--- src/tx_cell_queue_pkg.sv ---
/*
  Shared constants for the transmit cell queue register block: register
  offsets, field positions, reset values and queue size encodings.
  Assumes a 16-bit processor port addressed by byte offset.
*/
package tx_cell_queue_pkg;
  localparam int          CPU_AW = 16;
  localparam int          CPU_DW = 16;
  localparam int          MEM_AW = 21;
  localparam int          IDX_W  = 7;
  localparam int          WPTR_W = 8;

  localparam logic [15:0] OFS_CTRL_BASE  = 16'h2040;
  localparam logic [15:0] OFS_QUEUE_BASE = 16'h2050;
  localparam logic [15:0] OFS_WR_INDEX   = 16'h2052;
  localparam logic [15:0] OFS_RD_INDEX   = 16'h2054;
  localparam logic [15:0] REG_RESET      = 16'h0000;

  // Field layout
  localparam int          CTRL_BASE_W  = 5;
  localparam int          QBASE_LSB    = 0;
  localparam int          QBASE_W      = 12;
  localparam int          QSIZE_LSB    = 12;
  localparam int          QSIZE_W      = 2;
  localparam int          ENTRY_W      = 12;
  localparam int          ENTRY_SHIFT  = 4;
  localparam int          QBASE_SHIFT  = 9;
  localparam int          CELL_SHIFT   = 6;

  typedef enum logic [1:0] {
    QSIZE_16  = 2'h0,
    QSIZE_32  = 2'h1,
    QSIZE_64  = 2'h2,
    QSIZE_128 = 2'h3
  } qsize_t;

  localparam logic [IDX_W-1:0] LAST_16  = 7'h0f;
  localparam logic [IDX_W-1:0] LAST_32  = 7'h1f;
  localparam logic [IDX_W-1:0] LAST_64  = 7'h3f;
  localparam logic [IDX_W-1:0] LAST_128 = 7'h7f;
  localparam logic [IDX_W-1:0] IDX_ZERO = 7'h00;

  localparam int          FIFO_DEPTH = 8;
  localparam int          FIFO_W     = MEM_AW + IDX_W;
endpackage

--- src/cell_stream_if.sv ---
/*
  Valid/ready carrier for queued cell descriptors between the register
  block and its descriptor FIFO. Assumes one clock for both ends.
*/
`timescale 1ns/1ps
interface cell_stream_if #(parameter int W = 28);
  logic         valid;
  logic         ready;
  logic [W-1:0] data;
  modport src (output valid, output data, input ready);
  modport snk (input valid, input data, output ready);
endinterface

--- src/cell_desc_fifo.sv ---
/*
  Descriptor FIFO, width and depth as parameters, valid/ready on both
  sides. Assumes sys_clk domain, synchronous active-low reset, clk_en.
*/
`timescale 1ns/1ps
module cell_desc_fifo #(
  parameter int W     = 28,
  parameter int DEPTH = 8
) (
  input wire logic   sys_clk,
  input wire logic   rst_b,
  input wire logic   clk_en,
  cell_stream_if.snk in_s,
  cell_stream_if.src out_s
);
  localparam int PW = $clog2(DEPTH);

  initial begin
    if (DEPTH < 2 || (1 << PW) != DEPTH) begin
      $error("cell_desc_fifo depth must be a power of two of at least 2");
    end
  end

  logic [W-1:0]  mem_q [DEPTH];
  logic [PW:0]   wp_q;
  logic [PW:0]   rp_q;
  wire           empty = (wp_q == rp_q);
  wire           full  = (wp_q[PW-1:0] == rp_q[PW-1:0]) && (wp_q[PW] != rp_q[PW]);
  wire           push  = in_s.valid && !full;
  wire           pop   = out_s.ready && !empty;

  assign in_s.ready  = !full;
  assign out_s.valid = !empty;
  assign out_s.data  = mem_q[rp_q[PW-1:0]];

  always_ff @(posedge sys_clk) begin
    if (!rst_b) begin
      wp_q <= '0;
      rp_q <= '0;
    end else if (clk_en) begin
      if (push) begin
        wp_q <= wp_q + 1'b1;
      end
      if (pop) begin
        rp_q <= rp_q + 1'b1;
      end
    end
  end

  // Storage needs no reset; empty flag guards stale words
  always_ff @(posedge sys_clk) begin
    if (clk_en && push) begin
      mem_q[wp_q[PW-1:0]] <= in_s.data;
    end
  end
endmodule

--- src/tx_cell_queue_regs.sv ---
/*
  Transmit cell queue registers: control structure base, queue base and
  size, write index and read index, plus descriptor issue toward the
  transmit segmenter through an 8-word FIFO. Assumes a 16-bit processor
  port with single-cycle read and write strobes, all on sys_clk.
*/
// Notes on behaviour
// - Control structure address: bits 20:16 from base, 15:4 from scheduler entry.
// - Queue start address is base field at bits 20:9, low nine bits zero.
// - Each queued cell owns 64 bytes: entry n at base plus n times 64.
// - Size codes 00,01,10,11 mean 16, 32, 64, 128 cells.
// - Write index is read/write; the cell it names is not yet valid.
// - Read index is read-only, names cell in transmission, still valid.
// - Unused upper bits read zero; all four registers reset to zero.
`timescale 1ns/1ps
module tx_cell_queue_regs
  import tx_cell_queue_pkg::*;
#(
  parameter int FIFO_DEPTH_P = tx_cell_queue_pkg::FIFO_DEPTH
) (
  input  wire logic                                   sys_clk,
  input  wire logic                                   rst_b,
  input  wire logic                                   clk_en,
  input  wire logic [tx_cell_queue_pkg::CPU_AW-1:0]   cpu_addr,
  input  wire logic                                   cpu_wr,
  input  wire logic                                   cpu_rd,
  input  wire logic [tx_cell_queue_pkg::CPU_DW-1:0]   cpu_wdata,
  output logic      [tx_cell_queue_pkg::CPU_DW-1:0]   cpu_rdata,
  input  wire logic                                   cell_queue_enable,
  input  wire logic [tx_cell_queue_pkg::ENTRY_W-1:0]  sched_entry,
  output logic      [tx_cell_queue_pkg::MEM_AW-1:0]   ctrl_struct_addr,
  output logic                                        cell_valid,
  input  wire logic                                   cell_ready,
  output logic      [tx_cell_queue_pkg::MEM_AW-1:0]   cell_addr,
  output logic      [tx_cell_queue_pkg::IDX_W-1:0]    cell_index,
  input  wire logic                                   cell_done,
  output logic                                        queue_empty
);
  import tx_cell_queue_pkg::*;

  initial begin
    if (FIFO_DEPTH_P < 2) begin
      $error("tx_cell_queue_regs needs a FIFO depth of at least 2");
    end
  end

  // Index of the last cell for a size code
  function automatic logic [IDX_W-1:0] last_index(input logic [QSIZE_W-1:0] code);
    case (code)
      QSIZE_16:  last_index = LAST_16;
      QSIZE_32:  last_index = LAST_32;
      QSIZE_64:  last_index = LAST_64;
      QSIZE_128: last_index = LAST_128;
      default:   last_index = LAST_16;
    endcase
  endfunction

  function automatic logic [IDX_W-1:0] next_index(input logic [IDX_W-1:0]   idx,
                                                 input logic [QSIZE_W-1:0] code);
    next_index = (idx >= last_index(code)) ? IDX_ZERO : idx + 1'b1;
  endfunction

  logic [CTRL_BASE_W-1:0] ctrl_base_q;
  logic [QBASE_W-1:0]     qbase_q;
  logic [QSIZE_W-1:0]     qsize_q;
  logic [WPTR_W-1:0]      wr_idx_q;
  logic [IDX_W-1:0]       rd_idx_q;
  logic [IDX_W-1:0]       rd_idx_d;
  logic [IDX_W-1:0]       issue_idx_q;
  logic [IDX_W-1:0]       issue_idx_d;
  logic [CPU_DW-1:0]      rdata_q;
  logic [MEM_AW-1:0]      ctrl_addr_q;

  // Register decode
  wire sel_ctrl  = (cpu_addr == OFS_CTRL_BASE);
  wire sel_qbase = (cpu_addr == OFS_QUEUE_BASE);
  wire sel_wr    = (cpu_addr == OFS_WR_INDEX);
  wire sel_rd    = (cpu_addr == OFS_RD_INDEX);

  // Read view, unused bits zero-filled
  wire [CPU_DW-1:0] rd_ctrl  = {{(CPU_DW-CTRL_BASE_W){1'b0}}, ctrl_base_q};
  wire [CPU_DW-1:0] rd_qbase = {{(CPU_DW-QSIZE_LSB-QSIZE_W){1'b0}},
                                qsize_q, qbase_q};
  wire [CPU_DW-1:0] rd_wr    = {{(CPU_DW-WPTR_W){1'b0}}, wr_idx_q};
  wire [CPU_DW-1:0] rd_rd    = {{(CPU_DW-IDX_W){1'b0}}, rd_idx_q};
  wire [CPU_DW-1:0] rd_mux   = sel_ctrl  ? rd_ctrl  :
                               sel_qbase ? rd_qbase :
                               sel_wr    ? rd_wr    :
                               sel_rd    ? rd_rd    : REG_RESET;

  // Queue state; low seven bits of the write index name the cell
  wire [IDX_W-1:0] wr_cell   = wr_idx_q[IDX_W-1:0];
  wire             empty_now = (rd_idx_q == wr_cell);
  wire             more_cells = (issue_idx_q != wr_cell);

  // Cell address: base at bits 20:9 plus index times 64
  wire [MEM_AW-1:0] qstart   = MEM_AW'({qbase_q, {QBASE_SHIFT{1'b0}}});
  wire [MEM_AW-1:0] cell_ofs = MEM_AW'({issue_idx_q, {CELL_SHIFT{1'b0}}});
  wire [MEM_AW-1:0] issue_addr = qstart + cell_ofs;

  cell_stream_if #(.W(FIFO_W)) push_s ();
  cell_stream_if #(.W(FIFO_W)) pop_s ();

  // Issue stops at the cell software is still filling or when FIFO is full
  assign push_s.valid = cell_queue_enable && more_cells;
  assign push_s.data  = {issue_addr, issue_idx_q};
  wire   push_fire    = push_s.valid && push_s.ready;

  cell_desc_fifo #(
    .W     (FIFO_W),
    .DEPTH (FIFO_DEPTH_P)
  ) u_fifo (
    .sys_clk (sys_clk),
    .rst_b   (rst_b),
    .clk_en  (clk_en),
    .in_s    (push_s),
    .out_s   (pop_s)
  );

  assign cell_valid   = pop_s.valid;
  assign pop_s.ready  = cell_ready;
  assign cell_addr    = pop_s.data[FIFO_W-1:IDX_W];
  assign cell_index   = pop_s.data[IDX_W-1:0];

  // Read index leaves a cell only when its transmission completes
  assign rd_idx_d    = (cell_done && !empty_now) ? next_index(rd_idx_q, qsize_q)
                                                 : rd_idx_q;
  assign issue_idx_d = push_fire ? next_index(issue_idx_q, qsize_q) : issue_idx_q;

  always_ff @(posedge sys_clk) begin
    if (!rst_b) begin
      ctrl_base_q <= CTRL_BASE_W'(REG_RESET);
      qbase_q     <= QBASE_W'(REG_RESET);
      qsize_q     <= QSIZE_W'(REG_RESET);
      wr_idx_q    <= WPTR_W'(REG_RESET);
    end else if (clk_en && cpu_wr) begin
      if (sel_ctrl) begin
        ctrl_base_q <= cpu_wdata[CTRL_BASE_W-1:0];
      end
      if (sel_qbase) begin
        qbase_q <= cpu_wdata[QBASE_LSB +: QBASE_W];
        qsize_q <= cpu_wdata[QSIZE_LSB +: QSIZE_W];
      end
      if (sel_wr) begin
        wr_idx_q <= cpu_wdata[WPTR_W-1:0];
      end
    end
  end

  always_ff @(posedge sys_clk) begin
    if (!rst_b) begin
      rd_idx_q    <= IDX_ZERO;
      issue_idx_q <= IDX_ZERO;
    end else if (clk_en) begin
      rd_idx_q    <= rd_idx_d;
      issue_idx_q <= issue_idx_d;
    end
  end

  // Control structure address is registered to keep the memory path short
  always_ff @(posedge sys_clk) begin
    if (!rst_b) begin
      ctrl_addr_q <= '0;
      rdata_q     <= REG_RESET;
    end else if (clk_en) begin
      ctrl_addr_q <= {ctrl_base_q, sched_entry, {ENTRY_SHIFT{1'b0}}};
      if (cpu_rd) begin
        rdata_q <= rd_mux;
      end
    end
  end

  assign cpu_rdata        = rdata_q;
  assign ctrl_struct_addr = ctrl_addr_q;
  assign queue_empty      = empty_now;
endmodule

--- config.mk ---
export PLATFORM = sky130hd
export DESIGN_NAME = tx_cell_queue_regs
export DESIGN_NICKNAME = d
export VERILOG_FILES = /design/src/tx_cell_queue_pkg.sv /design/src/cell_stream_if.sv /design/src/cell_desc_fifo.sv /design/src/tx_cell_queue_regs.sv
export SDC_FILE = /design/constraint.sdc
export NUM_CORES = 1
export LEC_CHECK = 0
export BUFFER_PORTS_ARGS = -buffer_cell sky130_fd_sc_hd__buf_2
export CELL_PAD_IN_SITES_DETAIL_PLACEMENT = 0
export CELL_PAD_IN_SITES_GLOBAL_PLACEMENT = 1
export CORE_ASPECT_RATIO = 0.8
export CORE_MARGIN = 4
export CORE_UTILIZATION = 50
export CTS_BUF_LIST = sky130_fd_sc_hd__clkbuf_4
export CTS_CLUSTER_DIAMETER = 120
export DETAILED_ROUTE_END_ITERATION = 10
export PLACE_DENSITY = 0.85
export SYNTH_ARGS = -nofsm -noshare
export SYNTH_HDL_FRONTEND = slang
export SYNTH_SLANG_ARGS = --single-unit
--- constraint.sdc ---
create_clock -name sys_clk -period 4.67 [get_ports sys_clk]
set_input_delay 0.2335 -clock sys_clk [delete_from_list [all_inputs] [get_ports sys_clk]]
set_output_delay 0.2335 -clock sys_clk [all_outputs]
set_load 0.02 [all_outputs]
* Yosys cells after proc, flatten, opt, wreduce, memory -nomap -nowiden
Memory sizes are Yosys's and may differ from the RTL's. A register that Yosys moved wholly into a read port is not among the register bits.
Index checks and enable logic that the tools add are counted.
** Word-level totals
- Register bits after elaboration :: 82
- Latch bits :: 0
- Bits in writable memories :: 224
- Bits in read-only memories :: 0
- Input port bits :: 52
- Output and inout port bits :: 67
- Word-level logic and storage cells :: 59
- Memories :: 1
** Memory list
- u_fifo.mem_q :: words 8, width 28, rd ports 1, clocked after Yosys merged registers in 1, write ports 1, RTL line cell_desc_fifo.sv:24 : logic [W-1:0] mem_q [DEPTH];
** Operators by class
- Add/sub/neg operators :: 5
- Multiply operators :: 0
- Div/mod/pow operators :: 0
- Order comparisons :: 2
- Equality and inequality tests :: 12
- Shift operators :: 0
- Multiplexer cells :: 11
- Bitwise gates (word level) :: 0
- Reduce and logical (&&, ||, !) cells :: 18
** Operators with widths (number)
- == test 16 x 14 -> 1 bit (second input constant) :: 4
- two-way mux 14 bit :: 2
- case mux 7 bit (4 select lines) :: 1
- adder 21 x 13 -> 21 bit :: 1
- two-way mux 7 bit :: 3
- adder 7 x 1 -> 7 bit (second input constant) :: 2
- greater-or-equal comparator 7 bit :: 2
- AND reduction 2 bit :: 7
- adder 4 x 1 -> 4 bit (second input constant) :: 2
- two-way mux 8 bit :: 1
- == test 7 bit :: 1
- logical AND 1 bit :: 7
- != test 7 bit :: 1
- two-way mux 3 bit :: 2
- == test 2 bit (second input constant) :: 2
- == test 4 bit :: 1
- == test 3 bit :: 1
- zero test 1 bit :: 3
- == test 2 x 1 -> 1 bit (second input constant) :: 1
- zero test 2 bit :: 1
- two-way mux 1 bit :: 2
- != test 1 bit :: 1

* Longest topological paths before layout
Gate-level depths: netlist of the first run.
- Depth after elaboration :: 7
- Mapped depth :: 7
- Depth with buffers taken out :: 7

* Hierarchy
A second synthesis of the first run with hierarchy kept.
** Second synthesis, totals
- Cells, all modules :: 845
- Area total of the unflattened synthesis :: 13032.5 um^2
** By module, submodules not included
- cell_desc_fifo :: times used 1, cells each 398, area an instance 9062.4 um^2, sequential area each 6946.7 um^2
- tx_cell_queue_regs :: times used 1, cells each 447, area an instance 3970.1 um^2, sequential area each 1441.4 um^2

* Least setup slack after synthesis of the first run
OpenSTA, ideal clock, no wires.
- Kind :: register to register
- From :: register u_fifo.wp_q[0]
- To :: memory u_fifo.mem_q[4][13], enable pin
- Library setup time :: 0.451 ns
- Data arrival time :: 3.331 ns
- Data required time :: 4.219 ns
- Setup slack :: 0.889 ns
- Stages on the path, launching flop included :: 7
- Path buffers :: 2
- Clock period less this slack :: 3.781 ns
- Cells stage by stage :: dfxtp_1 buf_2 xnor2_1 a41oi_1 o21ai_1 buf_2 nor4b_1
** Between the ends
- Longest elaborated chain between the ends :: 7
** Ends and longest elaborated chain
- from (decl) :: RTL line cell_desc_fifo.sv:25 : logic [PW:0] wp_q;
- from (signal assigned) :: RTL line cell_desc_fifo.sv:42 : wp_q <= wp_q + 1'b1;
- == test 3 bit :: RTL line cell_desc_fifo.sv:28 : wire full = (wp_q[PW-1:0] == rp_q[PW-1:0]) && (wp_q[PW] != rp_q[PW]);
- logical AND 1 bit :: RTL line cell_desc_fifo.sv:28
- zero test 1 bit :: RTL line cell_desc_fifo.sv:29 : wire push = in_s.valid && !full;
- logical AND 1 bit :: RTL line cell_desc_fifo.sv:29
- logical AND 1 bit :: RTL line cell_desc_fifo.sv:52 : if (clk_en && push) begin
- two-way mux 1 bit :: RTL line cell_desc_fifo.sv:52
- two-way mux 1 bit (implied by the code) :: RTL line cell_desc_fifo.sv:53 : mem_q[wp_q[PW-1:0]] <= in_s.data;
- to (decl) :: RTL line cell_desc_fifo.sv:24
Parallel ways exist; a longest one is shown, timed or not.

==> results.rst, run 1 <==
.. list-table::
   :header-rows: 1

   * - Metric
     - Value
   * - Outcome
     - complete, no violations
   * - Data arrival time of the critical path
     - 3040 ps
   * - Die width
     - approximately 170 um
   * - Final core utilization
     - 60.6%
   * - Final cell area excluding filler cells
     - between 10,000 and 15,000 um^2
   * - Residual antenna-violating net count after detailed routing
     - 0
   * - Post-CTS sizing
     - 0
   * - Max Transition Viols Final
     - 0
   * - Worst-case reg-to-reg path depth
     - 6
   * - Critical-path cell list
     - buf_4 > mux4_2 > mux2_2 > buf_2
   * - CTS tree
     - done
   * - Worst Max-Slew Pin Slew
     - around 1200 ps
   * - Category of the worst setup path capture point
     - primary output
   * - Unrepaired setup endpoints after global routing
     - no
   * - Placed Instance Area
     - ~11,000 um^2
   * - Endpoint of the worst register-to-register path
     - u_fifo.mem_q[7][27]
   * - Final setup fails
     - 0
   * - Area grow syn2layout
     - 17.3%
   * - Largest fanout of any net on the critical path
     - 29
   * - # clock sinks
     - 235
   * - Class of the tightest hold or removal check
     - in -> reg
   * - Starting density of the core
     - 51.7%
   * - Max Freq
     - between 300 and 400 MHz
   * - I/O Buffers
     - 104
   * - DR vias
     - 6,538
   * - Total wire length
     - 22,000 um
   * - Clock buffer count from CTS
     - 55
   * - Number of synthesized flops with an enable pin
     - 152
   * - Clk buf depth
     - 3
   * - Leading register cell type out of synthesis
     - sky130_fd_sc_hd__edfxtp_1
   * - Worst max-slew margin expressed relative to the limit
     - 22.7%
   * - Data required time of the worst path
     - 4440 ps
   * - All-Layer GR Usage
     - 19.9%
   * - First-pass GRT wire length
     - 35,400 um
   * - Post-synthesis cell area
     - 9950 um^2
   * - Post-DP HPWL
     - between 10,000 and 15,000 um
   * - Iteration-0 DRC Markers
     - ~560
   * - Worst reg2reg startpoint
     - issue_idx_q[4]
   * - Residual DRC
     - 0
   * - Total overflow reported by the global router
     - 0
   * - Async set-reset flop share out of synthesis
     - 0%
   * - YS warnings
     - 0
   * - Vias in the first global route
     - 6,711
   * - Share of post-route cells with drive strength above 1
     - 30.7%
   * - Height of the die
     - 134 um
   * - Worst hold start
     - rst_b
   * - Sequential share of the synthesized area
     - 62.5%
   * - Count of standard-cell rows
     - 45
   * - Design Power
     - 3.91 mW
   * - Clock period minus final worst setup slack
     - roughly 3300 ps
   * - Antenna violations before repair
     - 1
   * - Final hold vios
     - 0
   * - Startpoint types
     - flip-flop
   * - Setup Crit Path Kind
     - reg -> out
   * - Clock slew at the register clock pins of the worst setup and hold paths
     - roughly 80 ps
   * - Core outline area
     - 19,300 um^2
   * - Post-Route Skew
     - about 39 ps
   * - Peak supply drop
     - 159 uV
   * - Setup slack of the worst register-to-register path
     - 1870 ps
   * - Pwr/cell area
     - ~330 nW/um^2
   * - Cell variety after synth
     - 60
   * - Final weighted congestion of routability-driven global placement
     - 0.836
   * - Commonest non-fill, non-tap cells in the layout
     - sky130_fd_sc_hd__edfxtp_1, sky130_fd_sc_hd__buf_2, sky130_fd_sc_hd__dfxtp_1, sky130_fd_sc_hd__clkbuf_4, sky130_fd_sc_hd__nand2_1
   * - Number of max-capacitance violations reported
     - 0
   * - H-tree lvl count
     - 2
   * - Net total in the final layout
     - a little over 900
   * - Number of buffers inserted to repair setup after CTS
     - 0
   * - Synthesized area per cell
     - 14.1 um^2
   * - WL/cell
     - 18.8 um
   * - Root Driver
     - sky130_fd_sc_hd__clkbuf_4
   * - Slowest CP cell
     - sky130_fd_sc_hd__dfxtp_2
   * - Area enclosed by the die boundary
     - about 22,000 um^2
   * - Largest stage delay on the critical path
     - 1020 ps
   * - Largest net degree at the start of global routing
     - 73
   * - Insertion delay of the later-clocked pin in the worst-skew pair
     - 660 ps
   * - Final critical-path share of the clock period
     - 70.0%
   * - Number of iterations in the first detailed-routing pass
     - 5
   * - Leading cell type in the layout, fill and taps excluded
     - sky130_fd_sc_hd__edfxtp_1
   * - Number of top-level pins
     - between 100 and 150
   * - Vias/cell
     - 5.59
   * - Cells after synthesis
     - 707
   * - Static Leakage
     - approximately 4.3 nW
   * - Setup TNS
     - 0 ps
   * - Crit path capture
     - cell_index[1]
   * - FF+latch count, synth
     - 235
==> metal layers <==
metal | GRT usage, % | wire (um) | vias up
met1 | 26.4 | 9290 | 3195
met4 | 6.87 | 480 | 0
met5 | 0 | 0 | -
li1 | - | - | 3030
met3 | 3.92 | 1510 | 47
met2 | 33.3 | 10700 | 266
==> cell families (layout without fill, tap and decap cells) <==
| kind of cell | count (synthesis) | count (layout) | share of synthesized area (%) |
|---|---|---|---|
| flops | 235 | 235 | 62.5 |
| simple gates | 177 | 177 | 9.07 |
| mux | 95 | 95 | 14.6 |
| compound gates | 93 | 93 | 5.97 |
| buf+inv | 58 | 250 | 2.94 |
| xor+xnor | 33 | 33 | 2.90 |
| fa+ha+maj | 15 | 15 | 1.96 |
| other cells | 1 | 13 | 0.0377 |
==> stage by stage <==
stage | worst slack (ps) | hold WS, ps | instances
after global placement | 2000 | 469 | 1043
after CTS | 1260 | 11.1 | 1168
after floorplan | 889 | 374 | 718
final | 1400 | 61.4 | 1169
after global routing | 1070 | 50.0 | 1169
after detailed placement | 1910 | 472 | 1043
==> state kept, by name, indices dropped and copies added (netlist names), named ones only <==
name / flops
qbase_q: 12
qsize_q: 2
u_fifo.wp_q: 4
u_fifo.rp_q: 4
ctrl_base_q: 5
cpu_rdata: 14
u_fifo.mem_q: 152
wr_idx_q: 8
ctrl_struct_addr: 17
rd_idx_q: 7
issue_idx_q: 7
==> cell usage after synthesis (12+ instances only) <==
| master | instances | area, um^2 |
|---|---|---|
| sky130_fd_sc_hd__a21oi_1 | 29 | 145 |
| sky130_fd_sc_hd__mux2i_1 | 38 | 380 |
| sky130_fd_sc_hd__edfxtp_1 | 152 | 4560 |
| sky130_fd_sc_hd__mux2_2 | 19 | 214 |
| sky130_fd_sc_hd__ha_1 | 14 | 175 |
| sky130_fd_sc_hd__xor2_1 | 18 | 158 |
| sky130_fd_sc_hd__o21ai_0 | 14 | 70.1 |
| sky130_fd_sc_hd__buf_2 | 12 | 60.1 |
| sky130_fd_sc_hd__nor2_1 | 52 | 195 |
| sky130_fd_sc_hd__xnor2_1 | 15 | 131 |
| sky130_fd_sc_hd__clkbuf_1 | 19 | 71.3 |
| sky130_fd_sc_hd__buf_4 | 16 | 120 |
| sky130_fd_sc_hd__dfxtp_1 | 83 | 1660 |
| sky130_fd_sc_hd__nand2_1 | 53 | 199 |
| sky130_fd_sc_hd__mux4_2 | 38 | 856 |
==> cell type report <==
| class | count | area, um^2 |
|---|---|---|
| clock inverters | 24 | 134 |
| clock buffers | 75 | 563 |
| repair buffers | 143 | 878 |
| fillers | 1523 | 7580 |
| flip-flops and latches | 235 | 6230 |
| diodes | 1 | 2.50 |
| multi-input cells | 425 | 3520 |
| well taps | 258 | 323 |
| inverters | 8 | 30.0 |
==> power breakdown <==
group	internal (mW)	total, mW	switching, mW
registers	2.19	2.20	0.00430
logic	0.0499	0.120	0.0701
clock network	0.809	1.59	0.780
==> worst max-delay path: cells and delay by family, from the launching register on <==
kind	cells	cell delay [ps]
flip-flops	1	1020
buffers and inverters	2	550
multiplexers	2	830
==> worst min path at each step <==
stage	to	slack (ps)	cells past startpoint
6_report	rd_idx_q[2]	60	3
3_5_place_dp	cpu_rdata[7]	470	2
5_1_grt	rd_idx_q[2]	50	3
4_1_cts	cpu_rdata[3]	10	3
2_1_floorplan	qbase_q[0]	370	2
3_3_place_gp	cpu_rdata[7]	470	2
==> repair_timing <==
action,4_1_cts,5_1_grt
hold buffers,26,0
endpoints found under the setup margin,0,0
endpoints found under the hold margin,39,0
No activity file was read; power rests on OpenSTA's default activity.
==> run 2, diff against run 1 <==
ABC_AREA = 1   (was not set)
CORE_UTILIZATION = 47   (was 50)
clock period = 3.4 ns   (was 4.67 ns; I/O delays follow)
==> results.rst, run 2 <==
.. list-table::
   :header-rows: 1

   * - Metric
     - Value
   * - Power dissipated by switching net loads
     - 1.22 mW (+43%)
   * - Number of iterations in the first detailed-routing pass
     - 5 (unchanged)
   * - Multi-input logic area
     - 3850 um^2 (+9.4%)
   * - Total wire length
     - 26,400 um (+20%)
   * - Total instance count after detailed placement
     - 1,493 (+43%)
   * - Largest net degree at the start of global routing
     - 77 (+5.5%)
   * - Comb pwr share
     - 3.4% (+0.3 points)
   * - Sequential share of the synthesized area
     - 58.5% (-4.0 points)
   * - Die width
     - 176 um (+6.3%)
   * - Final core utilization
     - 57.6% (-3.1 points)
   * - Fillers
     - 1,952 (+28%)
   * - Residual antenna-violating net count after detailed routing
     - 0 (unchanged)
   * - Number of top-level pins
     - 119 (unchanged)
   * - Setup slack of the worst register-to-register path
     - 820 ps (-1050 ps)
   * - Critical-path cell list
     - dlygate4sd3_1 > buf_2 > nand2_2 > inv_1 > nand3_2 > inv_2 > nand2_1 > dlygate4sd3_1 > a21oi_1 > dlygate4sd3_1
   * - Commonest non-fill, non-tap cells in the layout
     - sky130_fd_sc_hd__nor2_1, sky130_fd_sc_hd__nand2_1, sky130_fd_sc_hd__edfxtp_1, sky130_fd_sc_hd__buf_2, sky130_fd_sc_hd__o21ai_0
   * - Endpoint of the worst register-to-register path
     - u_fifo.mem_q[5][23]
   * - Final hold vios
     - 0 (unchanged)
   * - Launching instance or port of the critical path
     - clk_en
   * - Number of max-capacitance violations reported
     - 0 (unchanged)
   * - Antenna violations before repair
     - 2 (+1)
   * - Starting density of the core
     - 48.5% (-3.2 points)
   * - Post-synthesis cell area
     - 10,600 um^2 (+6.9%)
   * - Share of the synthesized area in the top cell type
     - 42.9% (-2.9 points)
   * - Clock period minus final worst setup slack
     - approximately 2700 ps
   * - Part of the total power dissipated in the clock network
     - 43.3% (+2.6 points)
   * - Largest stage delay on the critical path
     - 570 ps (-450 ps)
   * - Final critical-path share of the clock period
     - 79.4%
   * - Clk buf depth
     - 3 (unchanged)
   * - Slowest CP cell
     - sky130_fd_sc_hd__dlygate4sd3_1
   * - H-tree lvl count
     - 2 (unchanged)
   * - Synth top cells by count
     - sky130_fd_sc_hd__nor2_1, sky130_fd_sc_hd__nand2_1, sky130_fd_sc_hd__edfxtp_1, sky130_fd_sc_hd__o21ai_0, sky130_fd_sc_hd__dfxtp_1
   * - Post-Route Skew
     - 52.9 ps (+14.3 ps)
   * - # clock sinks
     - 235 (unchanged)
   * - Sequential cell area
     - 6230 um^2 (about the same)
   * - Data required time of the worst path
     - 4030 ps (-410 ps)
   * - All-Layer GR Usage
     - 21.2% (+1.3 points)
   * - Leading register cell type out of synthesis
     - sky130_fd_sc_hd__edfxtp_1
   * - I/O Buffers
     - 104 (unchanged)
   * - Class of the tightest hold or removal check
     - in -> reg
   * - Number of synthesized flops with an enable pin
     - 152 (unchanged)
   * - First-pass GRT wire length
     - 42,300 um (+20%)
   * - Dominant cell by count in the synthesized netlist
     - sky130_fd_sc_hd__nor2_1
   * - Final cell area excluding filler cells
     - 12,600 um^2 (+8.0%)
   * - Worst-case setup slack after placement
     - 818 ps (-1090 ps)
   * - Unrepaired setup endpoints after global routing
     - no
   * - Total overflow reported by the global router
     - 0 (unchanged)
   * - Leading cell types by total area after synthesis
     - sky130_fd_sc_hd__edfxtp_1, sky130_fd_sc_hd__dfxtp_1, sky130_fd_sc_hd__nor2_1
   * - Pwr/cell area
     - 448 nW/um^2 (+34%)
   * - Leading cell type in the layout, fill and taps excluded
     - sky130_fd_sc_hd__nor2_1
   * - Worst-case reg-to-reg path depth
     - 9 (+3)
   * - Post-CTS sizing
     - 0 (unchanged)
   * - Library cell appearing most often on the critical path
     - sky130_fd_sc_hd__dlygate4sd3_1
   * - Placed Instance Area
     - 11,400 um^2 (+6.3%)
   * - Root Driver
     - sky130_fd_sc_hd__clkbuf_4
   * - Static Leakage
     - 5.19 nW (+20%)
   * - Flip-flop count of the largest register after layout
     - 152 (unchanged)
   * - Async set-reset flop share out of synthesis
     - 0% (unchanged)
   * - Outcome
     - complete, no violations
   * - Number of stages on the worst hold path
     - 8 (+5)
   * - Net total in the final layout
     - 1,365 (+46%)
   * - Library cell occupying the most area in the post-synthesis netlist
     - sky130_fd_sc_hd__edfxtp_1
   * - Setup TNS
     - 0 ps (unchanged)
   * - Core outline area
     - 21,900 um^2 (+14%)
   * - Final weighted congestion of routability-driven global placement
     - 0.792 (-5.2%)
   * - Worst Slack Setup Final
     - 700 ps (-701 ps)
   * - Peak supply drop
     - 326 uV (+100%)
   * - Worst Max-Slew Pin Slew
     - 851 ps (-307 ps)
   * - Worst max-slew margin expressed relative to the limit
     - 42.9% (+20 points)
   * - Worst hold start
     - cpu_addr[3]
   * - Count of standard-cell rows
     - 48 (+6.7%)
   * - Number of buffers and inverters on the critical path
     - 6 (+4)
   * - Clock slew at the register clock pins of the worst setup and hold paths
     - 70 ps (about the same)
   * - Post-route non-filler standard cell count
     - 1,638 (+40%)
   * - Final setup fails
     - 0 (unchanged)
   * - Dominant delay contributor by cell family on the critical path
     - buffers and inverters
   * - DR vias
     - 8,459 (+29%)
   * - Cell variety after synth
     - 34 (-43%)
   * - Vias in the first global route
     - 8,102 (+21%)
   * - Share of post-route cells with drive strength above 1
     - 19.1% (-12 points)
   * - Endpoint of the worst hold path
     - cpu_rdata[7]
   * - FF+latch count, synth
     - 235 (unchanged)
   * - Register share of total power
     - 53.4% (-2.8 points)
   * - Max Transition Viols Final
     - 0 (unchanged)
   * - Cells after synthesis
     - 1,131 (+60%)
   * - Sw Share
     - 21.6% (-0.29 points)
   * - Iteration-0 DRC Markers
     - 634 (+14%)
   * - Area enclosed by the die boundary
     - 25,100 um^2 (+13%)
   * - Startpoint types
     - primary input
   * - Area grow syn2layout
     - 18.6%
   * - Insertion delay of the later-clocked pin in the worst-skew pair
     - 690 ps (+30 ps)
   * - Max Freq
     - around 370 MHz
   * - Vias/cell
     - 5.16 (-7.7%)
   * - CTS tree
     - done
   * - Post-DP HPWL
     - 16,000 um (+13%)
   * - WL/cell
     - 16.1 um (-14%)
   * - Largest fanout of any net on the critical path
     - 26 (-10%)
   * - Setup Crit Path Kind
     - in -> reg
   * - Data arrival time of the critical path
     - 3330 ps (+290 ps)
   * - Worst reg2reg startpoint
     - u_fifo.wp_q[2]
   * - Internal power
     - 4.44 mW (+45%)
   * - Category of the worst setup path capture point
     - flip-flop
   * - Height of the die
     - 143 um (+6.2%)
   * - Synthesized area per cell
     - 9.41 um^2 (-33%)
   * - Clock buffer count from CTS
     - 58 (+5.5%)
   * - Residual DRC
     - 0 (unchanged)
   * - YS warnings
     - 0 (unchanged)
run 2: cell count changes after synthesis, moves of 23 or more:
cell / change
sky130_fd_sc_hd__mux4_2: -38
sky130_fd_sc_hd__nor2_1: +173
sky130_fd_sc_hd__nand3_1: +26
sky130_fd_sc_hd__o32ai_1: +38
sky130_fd_sc_hd__inv_1: +47
sky130_fd_sc_hd__o21ai_0: +74
sky130_fd_sc_hd__a21oi_1: +23
sky130_fd_sc_hd__mux2i_1: -33
sky130_fd_sc_hd__nand2_1: +147
run 2: metrics by stage:
stage	hold slack, ps	total power [mW]
floorplan	305	3.18
global placement	391	3.23
detailed placement	397	3.23
CTS	3.89	5.72
global route	41.5	5.90
finish	42.6	5.66
run 2: repair_timing:
action | 4_1_cts | 5_1_grt
endpoints found under the setup margin | 0 | 0
hold buffers | 45 | 0
hold endpoints to repair | 63 | 0
setup buffers | 0 | 0
run 2: power groups by stage:
stage          sequential [mW]  clock (mW)  combinational, mW
5_1_grt                   3.02        2.67              0.207
4_1_cts                   3.02        2.51              0.186
3_3_place_gp              3.08           0              0.151
3_5_place_dp              3.08           0              0.152
6_report                  3.02        2.45              0.191
2_1_floorplan             3.10           0             0.0817
run 2: final cells by class:
class	count	area share, %
multi-input cells	772	30.5
repair buffers	168	9.12
diodes	1	0.0198
clock inverters	16	1.19
well taps	300	2.97
clock buffers	83	4.94
flip-flops and latches	235	49.4
inverters	63	1.87
run 2: worst reg2reg max path: cells and delay by family, from the launching register on:
family,cells,cell delay [ps]
AND/OR/NAND/NOR,7,1520
buffers and inverters,2,300
flip-flops,1,460
run 2: how the worst max path moves through the flow:
stage | end | slack, ps | depth (start not counted)
3_5_place_dp | u_fifo.mem_q[5][17] | 820 | 8
3_3_place_gp | u_fifo.mem_q[5][17] | 830 | 8
4_1_cts | cell_addr[8] | 670 | 6
6_report | ctrl_base_q[1] | 700 | 10
2_1_floorplan | u_fifo.mem_q[1][13] | 960 | 10
5_1_grt | cell_addr[8] | 480 | 6
run 2: per-layer routing:
layer	vias to the layer above	part of all wire [%]	track usage (%)
li1	4182	-	-
met1	3968	45	29.0
met2	259	46	34.1
met3	48	6.9	4.89
met4	2	1.9	6.11
met5	-	0.049	0
run 2: logic make-up after synthesis:
family / count (synthesis) / synth area share [%]
compound gates: 180 / 9.84
buf+inv: 135 / 5.85
fa+ha+maj: 15 / 1.83
flops: 235 / 58.5
xor+xnor: 33 / 2.72
mux: 5 / 0.470
simple gates: 527 / 20.7
other cells: 1 / 0.0353
